$ cat config.mk
export PLATFORM = sky130hd
export DESIGN_NAME = arith_opcode_decoder
export DESIGN_NICKNAME = d
export VERILOG_FILES = /design/src/arith_opcode_decoder.v /design/src/cycle_cost.v /design/src/opcode_classify.v
export VERILOG_INCLUDE_DIRS = /design/src /design/src/src
export SDC_FILE = /design/constraint.sdc
export NUM_CORES = 1
export LEC_CHECK = 0
export ABC_CLOCK_PERIOD_IN_PS = 6100
export BUFFER_PORTS_ARGS = -buffer_cell sky130_fd_sc_hd__buf_2
export CORE_AREA = 2 2 76 108
export CTS_BUF_LIST = sky130_fd_sc_hd__clkbuf_8
export CTS_CLUSTER_DIAMETER = 50
export CTS_CLUSTER_SIZE = 28
export DETAILED_ROUTE_END_ITERATION = 6
export DIE_AREA = 0 0 78 110
export RECOVER_POWER = 50
export SLEW_MARGIN = 0
export SYNTH_ARGS = -nofsm -noshare
export SYNTH_HDL_FRONTEND = slang
export SYNTH_HIERARCHICAL = 1
export SYNTH_SLANG_ARGS = --single-unit
$ cat constraint.sdc
create_clock -name clk_sys_i -period 6.1 [get_ports clk_sys_i]
set_clock_uncertainty 0.2 [all_clocks]
set_input_delay 0.61 -clock clk_sys_i [delete_from_list [all_inputs] [get_ports clk_sys_i]]
set_output_delay 0.61 -clock clk_sys_i [all_outputs]
set_load 0.01 [all_outputs]
$ cat src/arith_decode_defs.vh
// Opcode patterns, field positions and cycle costs for the arithmetic decoder
`ifndef ARITH_DECODE_DEFS_VH
`define ARITH_DECODE_DEFS_VH

`define OP_SEG_CODE      8'h2E
`define OP_SEG_STACK     8'h36
`define OP_SEG_DATA      8'h3E
`define OP_SEG_EXTRA     8'h26
`define OP_ASCII_ADD     8'h37
`define OP_DEC_ADD       8'h27
`define OP_ASCII_SUB     8'h3F
`define OP_DEC_SUB       8'h2F
`define OP_GRP3          7'h7B
`define OP_IMM_GRP       6'h20

// Top six opcode bits of register/memory forms
`define OPH_ADD          6'h00
`define OPH_ADC          6'h04
`define OPH_SUB          6'h0A
`define OPH_BORROW       6'h06
// Top seven opcode bits of accumulator immediate forms
`define OPA_ADD          7'h02
`define OPA_ADC          7'h0A
`define OPA_SUB          7'h16
`define OPA_BORROW       7'h0E

// Operation field values
`define FLD_ADD          3'h0
`define FLD_ADC          3'h2
`define FLD_BORROW       3'h3
`define FLD_SUB          3'h5
`define FLD_SIGN_CHG     3'h3
`define FLD_PRODUCT      3'h4
`define MOD_REG          2'h3

// Operation codes reported
`define K_NONE           5'h00
`define K_SEG            5'h01
`define K_ADD            5'h02
`define K_ADC            5'h03
`define K_SUB            5'h04
`define K_BORROW         5'h05
`define K_SIGN_CHG       5'h06
`define K_ASCII_SUM      5'h07
`define K_DEC_SUM        5'h08
`define K_ASCII_DIFF     5'h09
`define K_DEC_DIFF       5'h0A
`define K_PRODUCT        5'h0B

// Cycle costs
`define CY_SEG           7'h02
`define CY_RM_REG        7'h03
`define CY_RM_MEM        7'h0A
`define CY_ACC_B         7'h03
`define CY_ACC_W         7'h04
`define CY_IMM_REG       7'h04
`define CY_IMM_MEM       7'h10
`define CY_ASCII_SUM     7'h08
`define CY_DEC_SUM       7'h04
`define CY_ASCII_DIFF    7'h07
`define CY_DEC_DIFF      7'h04
`define CY_PROD_RB_MIN   7'h1A
`define CY_PROD_RW_MIN   7'h23
`define CY_PROD_MB_MIN   7'h20
`define CY_PROD_MW_MIN   7'h29
`define CY_PROD_SPAN     7'h02
`define CY_NARROW_EXTRA  7'h04

`endif

$ cat src/arith_opcode_decoder.v
// Arithmetic and segment-prefix decoder fed from the prefetch queue
`include "arith_decode_defs.vh"
module arith_opcode_decoder (
  // Clock and reset
  input  wire       clk_sys_i,
  input  wire       sys_rst_i,
  // Configuration
  input  wire       narrow_bus_i,
  // Queue byte stream
  input  wire [7:0] q_byte_i,
  input  wire       q_valid_i,
  output wire       q_ready_o,
  // Decode result
  output reg        dec_valid_o,
  output reg  [4:0] dec_kind_o,
  output reg  [1:0] dec_seg_o,
  output reg        dec_word_o,
  output reg        dec_mem_o,
  output reg  [1:0] dec_imm_bytes_o,
  output reg  [6:0] dec_cyc_min_o,
  output reg  [6:0] dec_cyc_max_o,
  output reg        dec_illegal_o
);
  localparam [1:0] ST_OPCODE = 2'd0;
  localparam [1:0] ST_MODRM  = 2'd1;
  localparam [1:0] ST_IMM    = 2'd2;

  reg  [1:0] state_q;
  reg  [7:0] op_q;
  reg  [7:0] modrm_q;
  reg  [1:0] imm_left_q;
  reg  [1:0] imm_total_q;

  wire [4:0] c_kind;
  wire       c_modrm;
  wire       c_acc;
  wire       c_imm;
  wire       c_grp3;
  wire [1:0] c_seg;

  // Classification of the byte held as opcode
  wire [7:0] cls_byte = (state_q == ST_OPCODE) ? q_byte_i : op_q;

  opcode_classify u_cls (
    .op_i          (cls_byte),
    .kind_o        (c_kind),
    .needs_modrm_o (c_modrm),
    .acc_imm_o     (c_acc),
    .imm_grp_o     (c_imm),
    .grp3_o        (c_grp3),
    .seg_o         (c_seg)
  );

  // Resolve final kind using the operation field
  reg [4:0] fin_kind;
  reg       fin_mem;
  reg [7:0] mrm;
  always @* begin
    mrm      = (state_q == ST_MODRM) ? q_byte_i : modrm_q;
    fin_kind = c_kind;
    fin_mem  = c_modrm && (mrm[7:6] != `MOD_REG);
    if (c_imm) begin
      case (mrm[5:3])
        `FLD_ADD: fin_kind = `K_ADD;
        `FLD_ADC: fin_kind = `K_ADC;
        `FLD_BORROW: fin_kind = `K_BORROW;
        `FLD_SUB: fin_kind = `K_SUB;
        default:  fin_kind = `K_NONE;
      endcase
    end else if (c_grp3) begin
      case (mrm[5:3])
        `FLD_SIGN_CHG: fin_kind = `K_SIGN_CHG;
        `FLD_PRODUCT:  fin_kind = `K_PRODUCT;
        default:  fin_kind = `K_NONE;
      endcase
    end
  end

  wire [6:0] cost_min;
  wire [6:0] cost_max;

  cycle_cost u_cost (
    .kind_i       (fin_kind),
    .mem_i        (fin_mem),
    .word_i       (cls_byte[0]),
    .acc_imm_i    (c_acc),
    .imm_grp_i    (c_imm),
    .narrow_bus_i (narrow_bus_i),
    .min_o        (cost_min),
    .max_o        (cost_max)
  );

  // Immediate byte count for the current form
  reg [1:0] imm_cnt;
  always @* begin
    imm_cnt = 2'd0;
    if (c_acc)
      imm_cnt = cls_byte[0] ? 2'd2 : 2'd1;
    else if (c_imm)
      imm_cnt = (cls_byte[1:0] == 2'b01) ? 2'd2 : 2'd1;
  end

  // Always drains the queue; decode never stalls
  assign q_ready_o = 1'b1;
  wire take = q_valid_i;

  reg fire;
  always @* begin
    fire = 1'b0;
    case (state_q)
      ST_OPCODE: fire = take && !c_modrm && (imm_cnt == 2'd0);
      ST_MODRM:  fire = take && (imm_cnt == 2'd0);
      ST_IMM:    fire = take && (imm_left_q == 2'd1);
      default:   fire = 1'b0;
    endcase
  end

  always @(posedge clk_sys_i) begin
    if (sys_rst_i) begin
      state_q     <= ST_OPCODE;
      op_q        <= 8'h00;
      modrm_q     <= 8'h00;
      imm_left_q  <= 2'd0;
      imm_total_q <= 2'd0;
    end else if (take) begin
      case (state_q)
        ST_OPCODE: begin
          op_q        <= q_byte_i;
          modrm_q     <= 8'h00;
          imm_total_q <= imm_cnt;
          imm_left_q  <= imm_cnt;
          if (c_modrm)
            state_q <= ST_MODRM;
          else if (imm_cnt != 2'd0)
            state_q <= ST_IMM;
        end
        ST_MODRM: begin
          modrm_q     <= q_byte_i;
          imm_total_q <= imm_cnt;
          imm_left_q  <= imm_cnt;
          state_q     <= (imm_cnt != 2'd0) ? ST_IMM : ST_OPCODE;
        end
        ST_IMM: begin
          imm_left_q <= imm_left_q - 2'd1;
          if (imm_left_q == 2'd1)
            state_q <= ST_OPCODE;
        end
        default: state_q <= ST_OPCODE;
      endcase
    end
  end

  // Result registers, updated on the last byte of each instruction
  always @(posedge clk_sys_i) begin
    if (sys_rst_i) begin
      dec_valid_o     <= 1'b0;
      dec_kind_o      <= `K_NONE;
      dec_seg_o       <= 2'h0;
      dec_word_o      <= 1'b0;
      dec_mem_o       <= 1'b0;
      dec_imm_bytes_o <= 2'd0;
      dec_cyc_min_o   <= 7'h00;
      dec_cyc_max_o   <= 7'h00;
      dec_illegal_o   <= 1'b0;
    end else begin
      dec_valid_o <= fire;
      if (fire) begin
        dec_kind_o      <= fin_kind;
        dec_seg_o       <= c_seg;
        dec_word_o      <= cls_byte[0] && (fin_kind != `K_SEG) && !(c_kind >= `K_ASCII_SUM
                           && c_kind <= `K_DEC_DIFF);
        dec_mem_o       <= fin_mem;
        dec_imm_bytes_o <= (state_q == ST_IMM) ? imm_total_q : 2'd0;
        dec_cyc_min_o   <= cost_min;
        dec_cyc_max_o   <= cost_max;
        // Bytes outside this group are flagged for other decoders
        dec_illegal_o   <= (fin_kind == `K_NONE);
      end
    end
  end
endmodule // arith_opcode_decoder

$ cat src/cycle_cost.v
// Cycle cost table for a decoded arithmetic instruction
`include "arith_decode_defs.vh"
module cycle_cost (
  // Decoded form
  input  wire [4:0] kind_i,
  input  wire       mem_i,
  input  wire       word_i,
  input  wire       acc_imm_i,
  input  wire       imm_grp_i,
  input  wire       narrow_bus_i,
  // Cost
  output reg  [6:0] min_o,
  output reg  [6:0] max_o
);
  reg [6:0] base;
  reg       starred;
  always @* begin
    base    = 7'h00;
    starred = 1'b0;
    max_o   = 7'h00;
    case (kind_i)
      `K_SEG:  base = `CY_SEG;
      `K_ASCII_SUM:  base = `CY_ASCII_SUM;
      `K_DEC_SUM:    base = `CY_DEC_SUM;
      `K_ASCII_DIFF: base = `CY_ASCII_DIFF;
      `K_DEC_DIFF:   base = `CY_DEC_DIFF;
      `K_PRODUCT: begin
        starred = 1'b1;
        case ({mem_i, word_i})
          2'b00:   base = `CY_PROD_RB_MIN;
          2'b01:   base = `CY_PROD_RW_MIN;
          2'b10:   base = `CY_PROD_MB_MIN;
          default: base = `CY_PROD_MW_MIN;
        endcase
      end
      `K_ADD, `K_ADC, `K_SUB, `K_BORROW, `K_SIGN_CHG: begin
        if (acc_imm_i) begin
          base = word_i ? `CY_ACC_W : `CY_ACC_B;
          starred = (kind_i == `K_BORROW);
        end else begin
          starred = 1'b1;
          if (imm_grp_i)
            base = mem_i ? `CY_IMM_MEM : `CY_IMM_REG;
          else
            base = mem_i ? `CY_RM_MEM : `CY_RM_REG;
        end
      end
      default: base = 7'h00;
    endcase
    if (narrow_bus_i && starred && word_i && (mem_i || acc_imm_i))
      base = base + `CY_NARROW_EXTRA;
    min_o = base;
    max_o = (kind_i == `K_PRODUCT) ? base + `CY_PROD_SPAN : base;
  end
endmodule // cycle_cost

$ cat src/opcode_classify.v
// First-byte classifier: maps an opcode byte onto its instruction family
`include "arith_decode_defs.vh"
module opcode_classify (
  // Opcode
  input  wire [7:0] op_i,
  // Family
  output reg  [4:0] kind_o,
  output reg        needs_modrm_o,
  output reg        acc_imm_o,
  output reg        imm_grp_o,
  output reg        grp3_o,
  output reg  [1:0] seg_o
);
  always @* begin
    kind_o        = `K_NONE;
    needs_modrm_o = 1'b0;
    acc_imm_o     = 1'b0;
    imm_grp_o     = 1'b0;
    grp3_o        = 1'b0;
    seg_o         = 2'h0;
    if (op_i == `OP_SEG_CODE || op_i == `OP_SEG_STACK ||
        op_i == `OP_SEG_DATA || op_i == `OP_SEG_EXTRA) begin
      kind_o = `K_SEG;
      seg_o  = op_i[4:3];
    end else if (op_i == `OP_ASCII_ADD) begin
      kind_o = `K_ASCII_SUM;
    end else if (op_i == `OP_DEC_ADD) begin
      kind_o = `K_DEC_SUM;
    end else if (op_i == `OP_ASCII_SUB) begin
      kind_o = `K_ASCII_DIFF;
    end else if (op_i == `OP_DEC_SUB) begin
      kind_o = `K_DEC_DIFF;
    end else if (op_i[7:2] == `OPH_ADD || op_i[7:2] == `OPH_ADC ||
                 op_i[7:2] == `OPH_SUB || op_i[7:2] == `OPH_BORROW) begin
      needs_modrm_o = 1'b1;
      case (op_i[7:2])
        `OPH_ADD: kind_o = `K_ADD;
        `OPH_ADC: kind_o = `K_ADC;
        `OPH_SUB: kind_o = `K_SUB;
        default:  kind_o = `K_BORROW;
      endcase
    end else if (op_i[7:1] == `OPA_ADD || op_i[7:1] == `OPA_ADC ||
                 op_i[7:1] == `OPA_SUB || op_i[7:1] == `OPA_BORROW) begin
      acc_imm_o = 1'b1;
      case (op_i[7:1])
        `OPA_ADD: kind_o = `K_ADD;
        `OPA_ADC: kind_o = `K_ADC;
        `OPA_SUB: kind_o = `K_SUB;
        default:  kind_o = `K_BORROW;
      endcase
    end else if (op_i[7:2] == `OP_IMM_GRP) begin
      needs_modrm_o = 1'b1;
      imm_grp_o     = 1'b1;
    end else if (op_i[7:1] == `OP_GRP3) begin
      needs_modrm_o = 1'b1;
      grp3_o        = 1'b1;
    end
  end
endmodule // opcode_classify
==> results of run 1 <==
-- metrics by stage --
step	cell area, um2	cells	setup slack (ns)
2_1_floorplan	2980	370	1.58
3_3_place_gp	3200	490	0.638
3_5_place_dp	3200	490	0.589
4_1_cts	3290	498	0.553
5_1_grt	3260	498	0.0562
6_report	3260	498	0.606
-- area by class of cell --
type	count	area [um2]	area share, %
tap	100	125	3.84
sequential	46	921	28.3
inverter	20	75.1	2.30
multi-input combinational	283	1870	57.3
clock inverter	3	23.8	0.729
timing repair buffer	41	179	5.49
clock buffer	5	68.8	2.11
-- per-layer routing --
metal  track usage, %  wire length, um  up-vias
met5                0                0        -
met4             7.77              213        0
met3             3.01              301       14
met2             29.4             3440       56
met1             21.4             3270     1190
li1                 -                -     1344
-- worst max path at each step --
stage	from	endpoint	depth (start not counted)
4_1_cts	state_q[0]	dec_cyc_max_o[5]	18
3_3_place_gp	state_q[0]	dec_cyc_max_o[5]	18
6_report	state_q[0]	dec_cyc_max_o[5]	18
2_1_floorplan	state_q[0]	dec_cyc_max_o[5]	24
3_5_place_dp	state_q[0]	dec_cyc_max_o[5]	18
5_1_grt	state_q[0]	dec_cyc_max_o[5]	21
-- power by group through the flow --
stage / sequential, mW / combinational, mW / clock (mW)
floorplan: 0.331 / 0.124 / 0
global placement: 0.328 / 0.164 / 0
detailed placement: 0.328 / 0.165 / 0
CTS: 0.321 / 0.165 / 0.203
global route: 0.323 / 0.181 / 0.213
finish: 0.321 / 0.162 / 0.195
-- cell usage after synthesis, types with 3 or more instances --
cell type,number
sky130_fd_sc_hd__a211oi_1,4
sky130_fd_sc_hd__nand2_1,54
sky130_fd_sc_hd__mux2i_1,11
sky130_fd_sc_hd__a32oi_1,7
sky130_fd_sc_hd__buf_4,4
sky130_fd_sc_hd__nand3_1,4
sky130_fd_sc_hd__and2_1,4
sky130_fd_sc_hd__a21oi_1,33
sky130_fd_sc_hd__nand2b_1,8
sky130_fd_sc_hd__clkbuf_1,5
sky130_fd_sc_hd__nor2_1,39
sky130_fd_sc_hd__o21ai_0,5
sky130_fd_sc_hd__nor3b_1,3
sky130_fd_sc_hd__nor3_1,12
sky130_fd_sc_hd__nand3b_1,4
sky130_fd_sc_hd__ha_1,10
sky130_fd_sc_hd__dfxtp_1,46
sky130_fd_sc_hd__nor2b_1,6
sky130_fd_sc_hd__buf_2,9
sky130_fd_sc_hd__xnor2_1,6
sky130_fd_sc_hd__conb_1,3
sky130_fd_sc_hd__mux2_2,8
sky130_fd_sc_hd__or3_1,3
sky130_fd_sc_hd__inv_1,20
-- critical path: cells and delay by family (launching register included) --
family          cells  cell delay (ns)
mux                 2             0.61
xor+xnor            1             0.39
flops               1             0.34
buf+inv             3             0.33
fa+ha+maj           3             1.02
simple gates        4             0.64
compound gates      5             1.88
-- layout by cell type, fill, tap and decap left out, types with 7 or more instances in the layout --
master,n
sky130_fd_sc_hd__a21oi_1,33
sky130_fd_sc_hd__a32oi_1,7
sky130_fd_sc_hd__buf_2,11
sky130_fd_sc_hd__clkbuf_1,27
sky130_fd_sc_hd__dfxtp_1,46
sky130_fd_sc_hd__ha_1,10
sky130_fd_sc_hd__inv_1,20
sky130_fd_sc_hd__mux2i_1,11
sky130_fd_sc_hd__nand2_1,54
sky130_fd_sc_hd__nand2b_1,8
sky130_fd_sc_hd__nor2_1,39
sky130_fd_sc_hd__nor3_1,12
-- cell families (layout without fill, tap and decap cells) --
family | after synthesis | count (layout)
and+or+nand+nor | 164 | 164
AOI/OAI and AO/OA | 78 | 78
DFF | 46 | 46
buffers and inverters | 41 | 69
muxes | 20 | 20
adders and majority gates | 10 | 10
xor gates and xnor gates | 8 | 8
other | 3 | 3
-- flip-flops by register name, summed over array words and instances (netlist names), 2 cells and up --
register / flops
dec_seg_o: 2
dec_cyc_min_o: 7
dec_imm_bytes_o: 2
dec_kind_o: 5
imm_total_q: 2
modrm_q: 5
op_q: 8
dec_cyc_max_o: 7
state_q: 2
imm_left_q: 2
==> results.md, run 1 <==
* Cell taking the most area after synthesis: sky130_fd_sc_hd__dfxtp_1
* R2r endpoint: dec_cyc_max_o[5]
* Maximum clock frequency at 182 MHz
* Hold WS at 0.258 ns
* Cell row count at 38
* Power Dens Cells at 208 nW/um2
* Register bit total from synthesis at 46
* Post-synthesis xor/xnor area fraction at 2.35%
* Clock tree from TritonCTS: yes
* Static power due to leakage at 1.22 nW
* Area Growth Syn to Fin at 9.27%
* Post-synth net total at 392
* Drt drc at 0
* Fraction of the mapped netlist area in adder cells at 4.19%
* Num ports at 40
* Number of cells traversed by the worst hold path at 2
* Power spent charging and discharging nets at 225 uW
* Switching power as a share of total power at 33.2%
* CP Class: register to register
* Delay of the slowest cell on the worst path at 0.90 ns
* Worst-Skew Late Latency at 0.30 ns
* Top-area cell type share of the netlist area at 30.9%
* Total half-perimeter wirelength after legalization and detailed placement at 5350 um
* Core outline area at 7610 um2
* Post-Syn Instances at 370
* Clock root buffer: sky130_fd_sc_hd__clkbuf_8
* Chip width at 78 um
* Effective utilization at floorplan at 39.2%
* Final core area utilization at 42.8%
* Critical hold path startpoint: dec_cyc_min_o[3]
* Share of the cycle needed by the critical path after routing at 90.1%
* FFs w/ async S/R, synth at 0%
* Clock Tree Buf Depth at 2
* Total power consumption of the routed design at 678 uW
* Minimum setup slack among reg-to-reg paths at 0.61 ns
* Sink of the worst hold path: dec_cyc_min_o[3]
* Post-CTS Hold Buffers at 0
* Sink count of the clock tree at 46
* WL/cell at 14.5 um
* Critical Path, Cell by Cell: inv_1 -> ha_1 -> mux2_1 -> or2_2 -> o311ai_0 -> o211a_1 -> inv_1 -> ha_1 -> o21ai_0 -> a22oi_1 -> inv_1 -> ha_1 -> nand3_1 -> xor2_1 -> nand3_2 -> mux2i_1 -> nand2_1 -> a21oi_1
* Remaining antenna violation count after routing at 0
* Flop pwr share at 47.4%
* Crit Reg-Reg Startpoint: state_q[0]
* Result of the run: complete, no violations
* Number of failing hold endpoints at the final stage at 0
* Layout Nets at 419
* Crit-path slowest cell: sky130_fd_sc_hd__o311ai_0
* Overall overflow remaining after global route at 0
* Routability Congestion at 0.915
* First-pass DRT Iterations at 4
* CP Max Fanout at 13
* Pin slew with the least headroom to its limit at 1.27 ns
* Total die area at 8580 um2
* Clock transition at the registers of the reported paths at 0.09 ns
* Combinational group share of total power at 23.8%
* Antenna diode count at 0
* Arrival time worst endpoint at 5.52 ns
* Power Internal at 453 uW
* Post-synthesis cell area at 2980 um2
* Setup repair bufs after CTS at 0
* Worst min-delay path class: register to register
* Final setup violation count at 0
* Die height at 110 um
* Initial antenna violation count at 0
* Number of enable-type register cells in the synthesized netlist at 0
* Number of global-route vias before repair at 2438
* Total track usage at 17.3%
* WL final at 7220 um
* Total number of vias at 2604
* Count of routing violations after the opening detailed-route iteration at 145
* Post_cts resized at 0
* Post-Synth Simple-Gate Area at 29.0%
* Avg Synthesized Cell Area at 8.06 um2
* Complex-gate fraction of the synthesized area at 19.2%
* Yosys warning count at 6
* Number of buffers inserted during clock tree synthesis at 5
* RSZ-0062 raised after global routing: false
* Number of port buffers at 38
* Setup TNS Final at 0 ns
* Maxcap violations at 0
* Main combinational cell family by area after synthesis: simple AND/OR/NAND/NOR gates
* WP data required at 6.13 ns
* Count of cell types in the netlist at 74
* Maximum number of pins on one net before global-route repair at 48
* Maximum vdd ir drop at 0.0872 mV
* Min cycle time layout at 5.49 ns
* Filler cells at 855
* Number of vias per cell at 5.23
* Share of synthesized area occupied by flip-flops and latches at 30.9%
* H-Tree Depth at 2
* Number of cells on the worst reg-to-reg path at 18
* Primary flip-flop cell chosen by synthesis mapping: sky130_fd_sc_hd__dfxtp_1
* Synth area leaders: sky130_fd_sc_hd__dfxtp_1 (31%), sky130_fd_sc_hd__nand2_1 (6.8%), sky130_fd_sc_hd__a21oi_1 (5.5%), sky130_fd_sc_hd__nor2_1 (4.9%), sky130_fd_sc_hd__ha_1 (4.2%)
* Number of slew-limit violations in the final report at 0
* Multiplexer area fraction after synthesis at 7.47%
* Fraction of layout instances using a drive strength above 1 at 12.3%
* Tightest slew margin relative to the limit at 14.7%
* First-pass GRT wire length at 11800 um
* Startpoint types: register
* Type of destination of the critical path: register
* Clock network fraction of total power at 28.7%
(Power assumes the default switching activity.)
==> inputs of run 2 (changes only) <==
--- a/config.mk
+++ b/config.mk
@@ -6,7 +6,7 @@
 export SDC_FILE = /design/constraint.sdc
 export NUM_CORES = 1
 export LEC_CHECK = 0
-export ABC_CLOCK_PERIOD_IN_PS = 6100
+export ABC_CLOCK_PERIOD_IN_PS = 5010
 export BUFFER_PORTS_ARGS = -buffer_cell sky130_fd_sc_hd__buf_2
 export CORE_AREA = 2 2 76 108
 export CTS_BUF_LIST = sky130_fd_sc_hd__clkbuf_8
==> constraint.sdc (replaced) <==
create_clock -name clk_sys_i -period 5.01 [get_ports clk_sys_i]
set_clock_uncertainty 0.2 [all_clocks]
set_input_delay 0.501 -clock clk_sys_i [delete_from_list [all_inputs] [get_ports clk_sys_i]]
set_output_delay 0.501 -clock clk_sys_i [all_outputs]
set_load 0.01 [all_outputs]
==> run 2 against run 1 <==
Critical endpoint unchanged. Sequential share of layout area is 1.1 points lower. Die area unchanged. Cell area grew 4.0%. Maximum frequency up 19%. Flip-flop and latch count is the same. Largest power group unchanged. Register-to-register slack got worse by 0.21 ns.
==> results.md, run 2 (same netlist as run 1, synthesis figures left out) <==
* Area Growth Syn to Fin at 13.7%
* Worst min-delay path class: register to register
* Most common library cell in the layout ignoring fill and taps: sky130_fd_sc_hd__nand2_1
* Effective utilization at floorplan at 39.2%
* Post_cts resized at 0
* Finished Layout Cells at 510
* WL final at 7330 um
* Cell row count at 38
* Routability Congestion at 0.920
* RSZ-0062 raised after global routing: false
* Final setup violation count at 0
* Static power due to leakage at 1.28 nW
* Fraction of layout instances using a drive strength above 1 at 15.9%
* Most used routing layer in global routing: met2
* GR Util met1 at 20.4%
* Leading registers by flop count: op_q (8), dec_cyc_max_o (7), dec_cyc_min_o (7)
* Pin slew with the least headroom to its limit at 1.22 ns
* Maxcap violations at 0
* Met2 routing resource usage after global routing at 31.8%
* Total die area at 8580 um2
* CP Max Fanout at 9
* Initial antenna violation count at 0
* Number of vias per cell at 5.28
* Number of buffers inserted during clock tree synthesis at 5
* Clock root buffer: sky130_fd_sc_hd__clkbuf_8
* Dpl cells at 502
* Tightest slew margin relative to the limit at 18.1%
* Worst-Skew Late Latency at 0.30 ns
* Number of port buffers at 38
* Startpoint types: register
* Total power consumption of the routed design at 841 uW
* First-pass GRT wire length at 12100 um
* Overall overflow remaining after global route at 0
* Worst slack at placement at 0.154 ns
* Hold WS at 0.260 ns
* Post-CTS Hold Buffers at 0
* Min cycle time layout at 4.61 ns
* Instance area after placement at 3300 um2
* Filler cells at 789
* Sink count of the clock tree at 46
* Power Dens Cells at 248 nW/um2
* WP data required at 5.04 ns
* Setup repair bufs after CTS at 0
* Total half-perimeter wirelength after legalization and detailed placement at 5480 um
* Number of global-route vias before repair at 2594
* First-pass DRT Iterations at 6
* Layout Nets at 431
* H-Tree Depth at 2
* Maximum number of pins on one net before global-route repair at 48
* Num ports at 40
* Total track usage at 17.6%
* Clock tree from TritonCTS: yes
* Remaining antenna violation count after routing at 0
* CP Class: register to register
* Maximum vdd ir drop at 0.116 mV
* Share of the cycle needed by the critical path after routing at 92.0%
* Drt drc at 0
* Core outline area at 7610 um2
* Multi-input gate area at 1900 um2
* Minimum setup slack in the final design at 0.399 ns
* Area used by sequential logic in the layout at 921 um2
* Number of failing hold endpoints at the final stage at 0
* Final core area utilization at 44.6%
* Arrival time worst endpoint at 4.64 ns
* Die height at 110 um
* Number of slew-limit violations in the final report at 0
* Type of destination of the critical path: register
* Biggest register: op_q
* Met3 track utilization from global routing at 2.61%
* Maximum clock frequency at 217 MHz
* Setup TNS Final at 0 ns
* Chip width at 78 um
* WL/cell at 14.4 um
* Clock transition at the registers of the reported paths at 0.09 ns
* Largest register FFs at 8
* Count of routing violations after the opening detailed-route iteration at 134
* Clock Tree Buf Depth at 2
* Antenna diode count at 0
* Result of the run: complete, no violations
* Non-Filler Cell Area, Final at 3390 um2
* Total number of vias at 2695
* Commonest cells after routing, fill and taps aside: sky130_fd_sc_hd__nand2_1 (54), sky130_fd_sc_hd__dfxtp_1 (46), sky130_fd_sc_hd__nor2_1 (39)
[run 2: cell types whose count changed in the layout (fill, tap and decap cells not counted), sizes merged]
cell and delta:
buf +11, clkbuf +1, clkinvlp +1, inv -1
[run 2: cell type report]
cell class,instances,share of cell area (%)
Sequential cell,46,27.2
Tap cell,100,3.69
Clock inverter,3,0.701
Inverter,20,2.32
Timing Repair Buffer,53,8.19
Clock buffer,5,2.03
Multi-Input combinational cell,283,55.9
[run 2: final timing paths]
check             cells after the start  slack (ns)             start          endpoint
hold / removal                        2        0.26  dec_cyc_min_o[3]  dec_cyc_min_o[3]
hold reg to reg                       2        0.26  dec_cyc_min_o[3]  dec_cyc_min_o[3]
setup reg to reg                     23        0.40        state_q[0]  dec_cyc_max_o[5]
setup / recovery                     23        0.40        state_q[0]  dec_cyc_max_o[5]
[run 2: routing by layer]
metal  vias to the layer above  wire (um)
li1                       1368          -
met1                      1243       3240
met2                        65       3600
met3                        19        245
met4                         0        245
met5                         -          0
[run 2: worst max-delay path, cell delays in order, from the launching register on]
cell and delay (ns):
sky130_fd_sc_hd__dfxtp_1 0.34, sky130_fd_sc_hd__inv_1 0.10, sky130_fd_sc_hd__ha_2 0.32, sky130_fd_sc_hd__clkbuf_1 0.23, sky130_fd_sc_hd__mux2i_1 0.25, sky130_fd_sc_hd__inv_1 0.09
sky130_fd_sc_hd__buf_4 0.18, sky130_fd_sc_hd__inv_1 0.06, sky130_fd_sc_hd__o2111ai_1 0.13, sky130_fd_sc_hd__a21oi_1 0.23, sky130_fd_sc_hd__or2_2 0.16, sky130_fd_sc_hd__o31ai_1 0.08
sky130_fd_sc_hd__a21oi_2 0.40, sky130_fd_sc_hd__and3_4 0.30, sky130_fd_sc_hd__nor4_2 0.06, sky130_fd_sc_hd__a22oi_1 0.33, sky130_fd_sc_hd__inv_1 0.08, sky130_fd_sc_hd__ha_1 0.20
sky130_fd_sc_hd__nand3_1 0.10, sky130_fd_sc_hd__xor2_2 0.25, sky130_fd_sc_hd__nand3_2 0.11, sky130_fd_sc_hd__mux2i_1 0.15, sky130_fd_sc_hd__nand2_1 0.06, sky130_fd_sc_hd__a21oi_1 0.13
[run 2: report_power, final]
part	internal, mW	switching [mW]	leakage (nW)
Clock	0.100	0.139	0.0408
Sequential	0.382	0.00894	0.374
Combinational	0.0788	0.132	0.863
Total	0.561	0.280	1.28
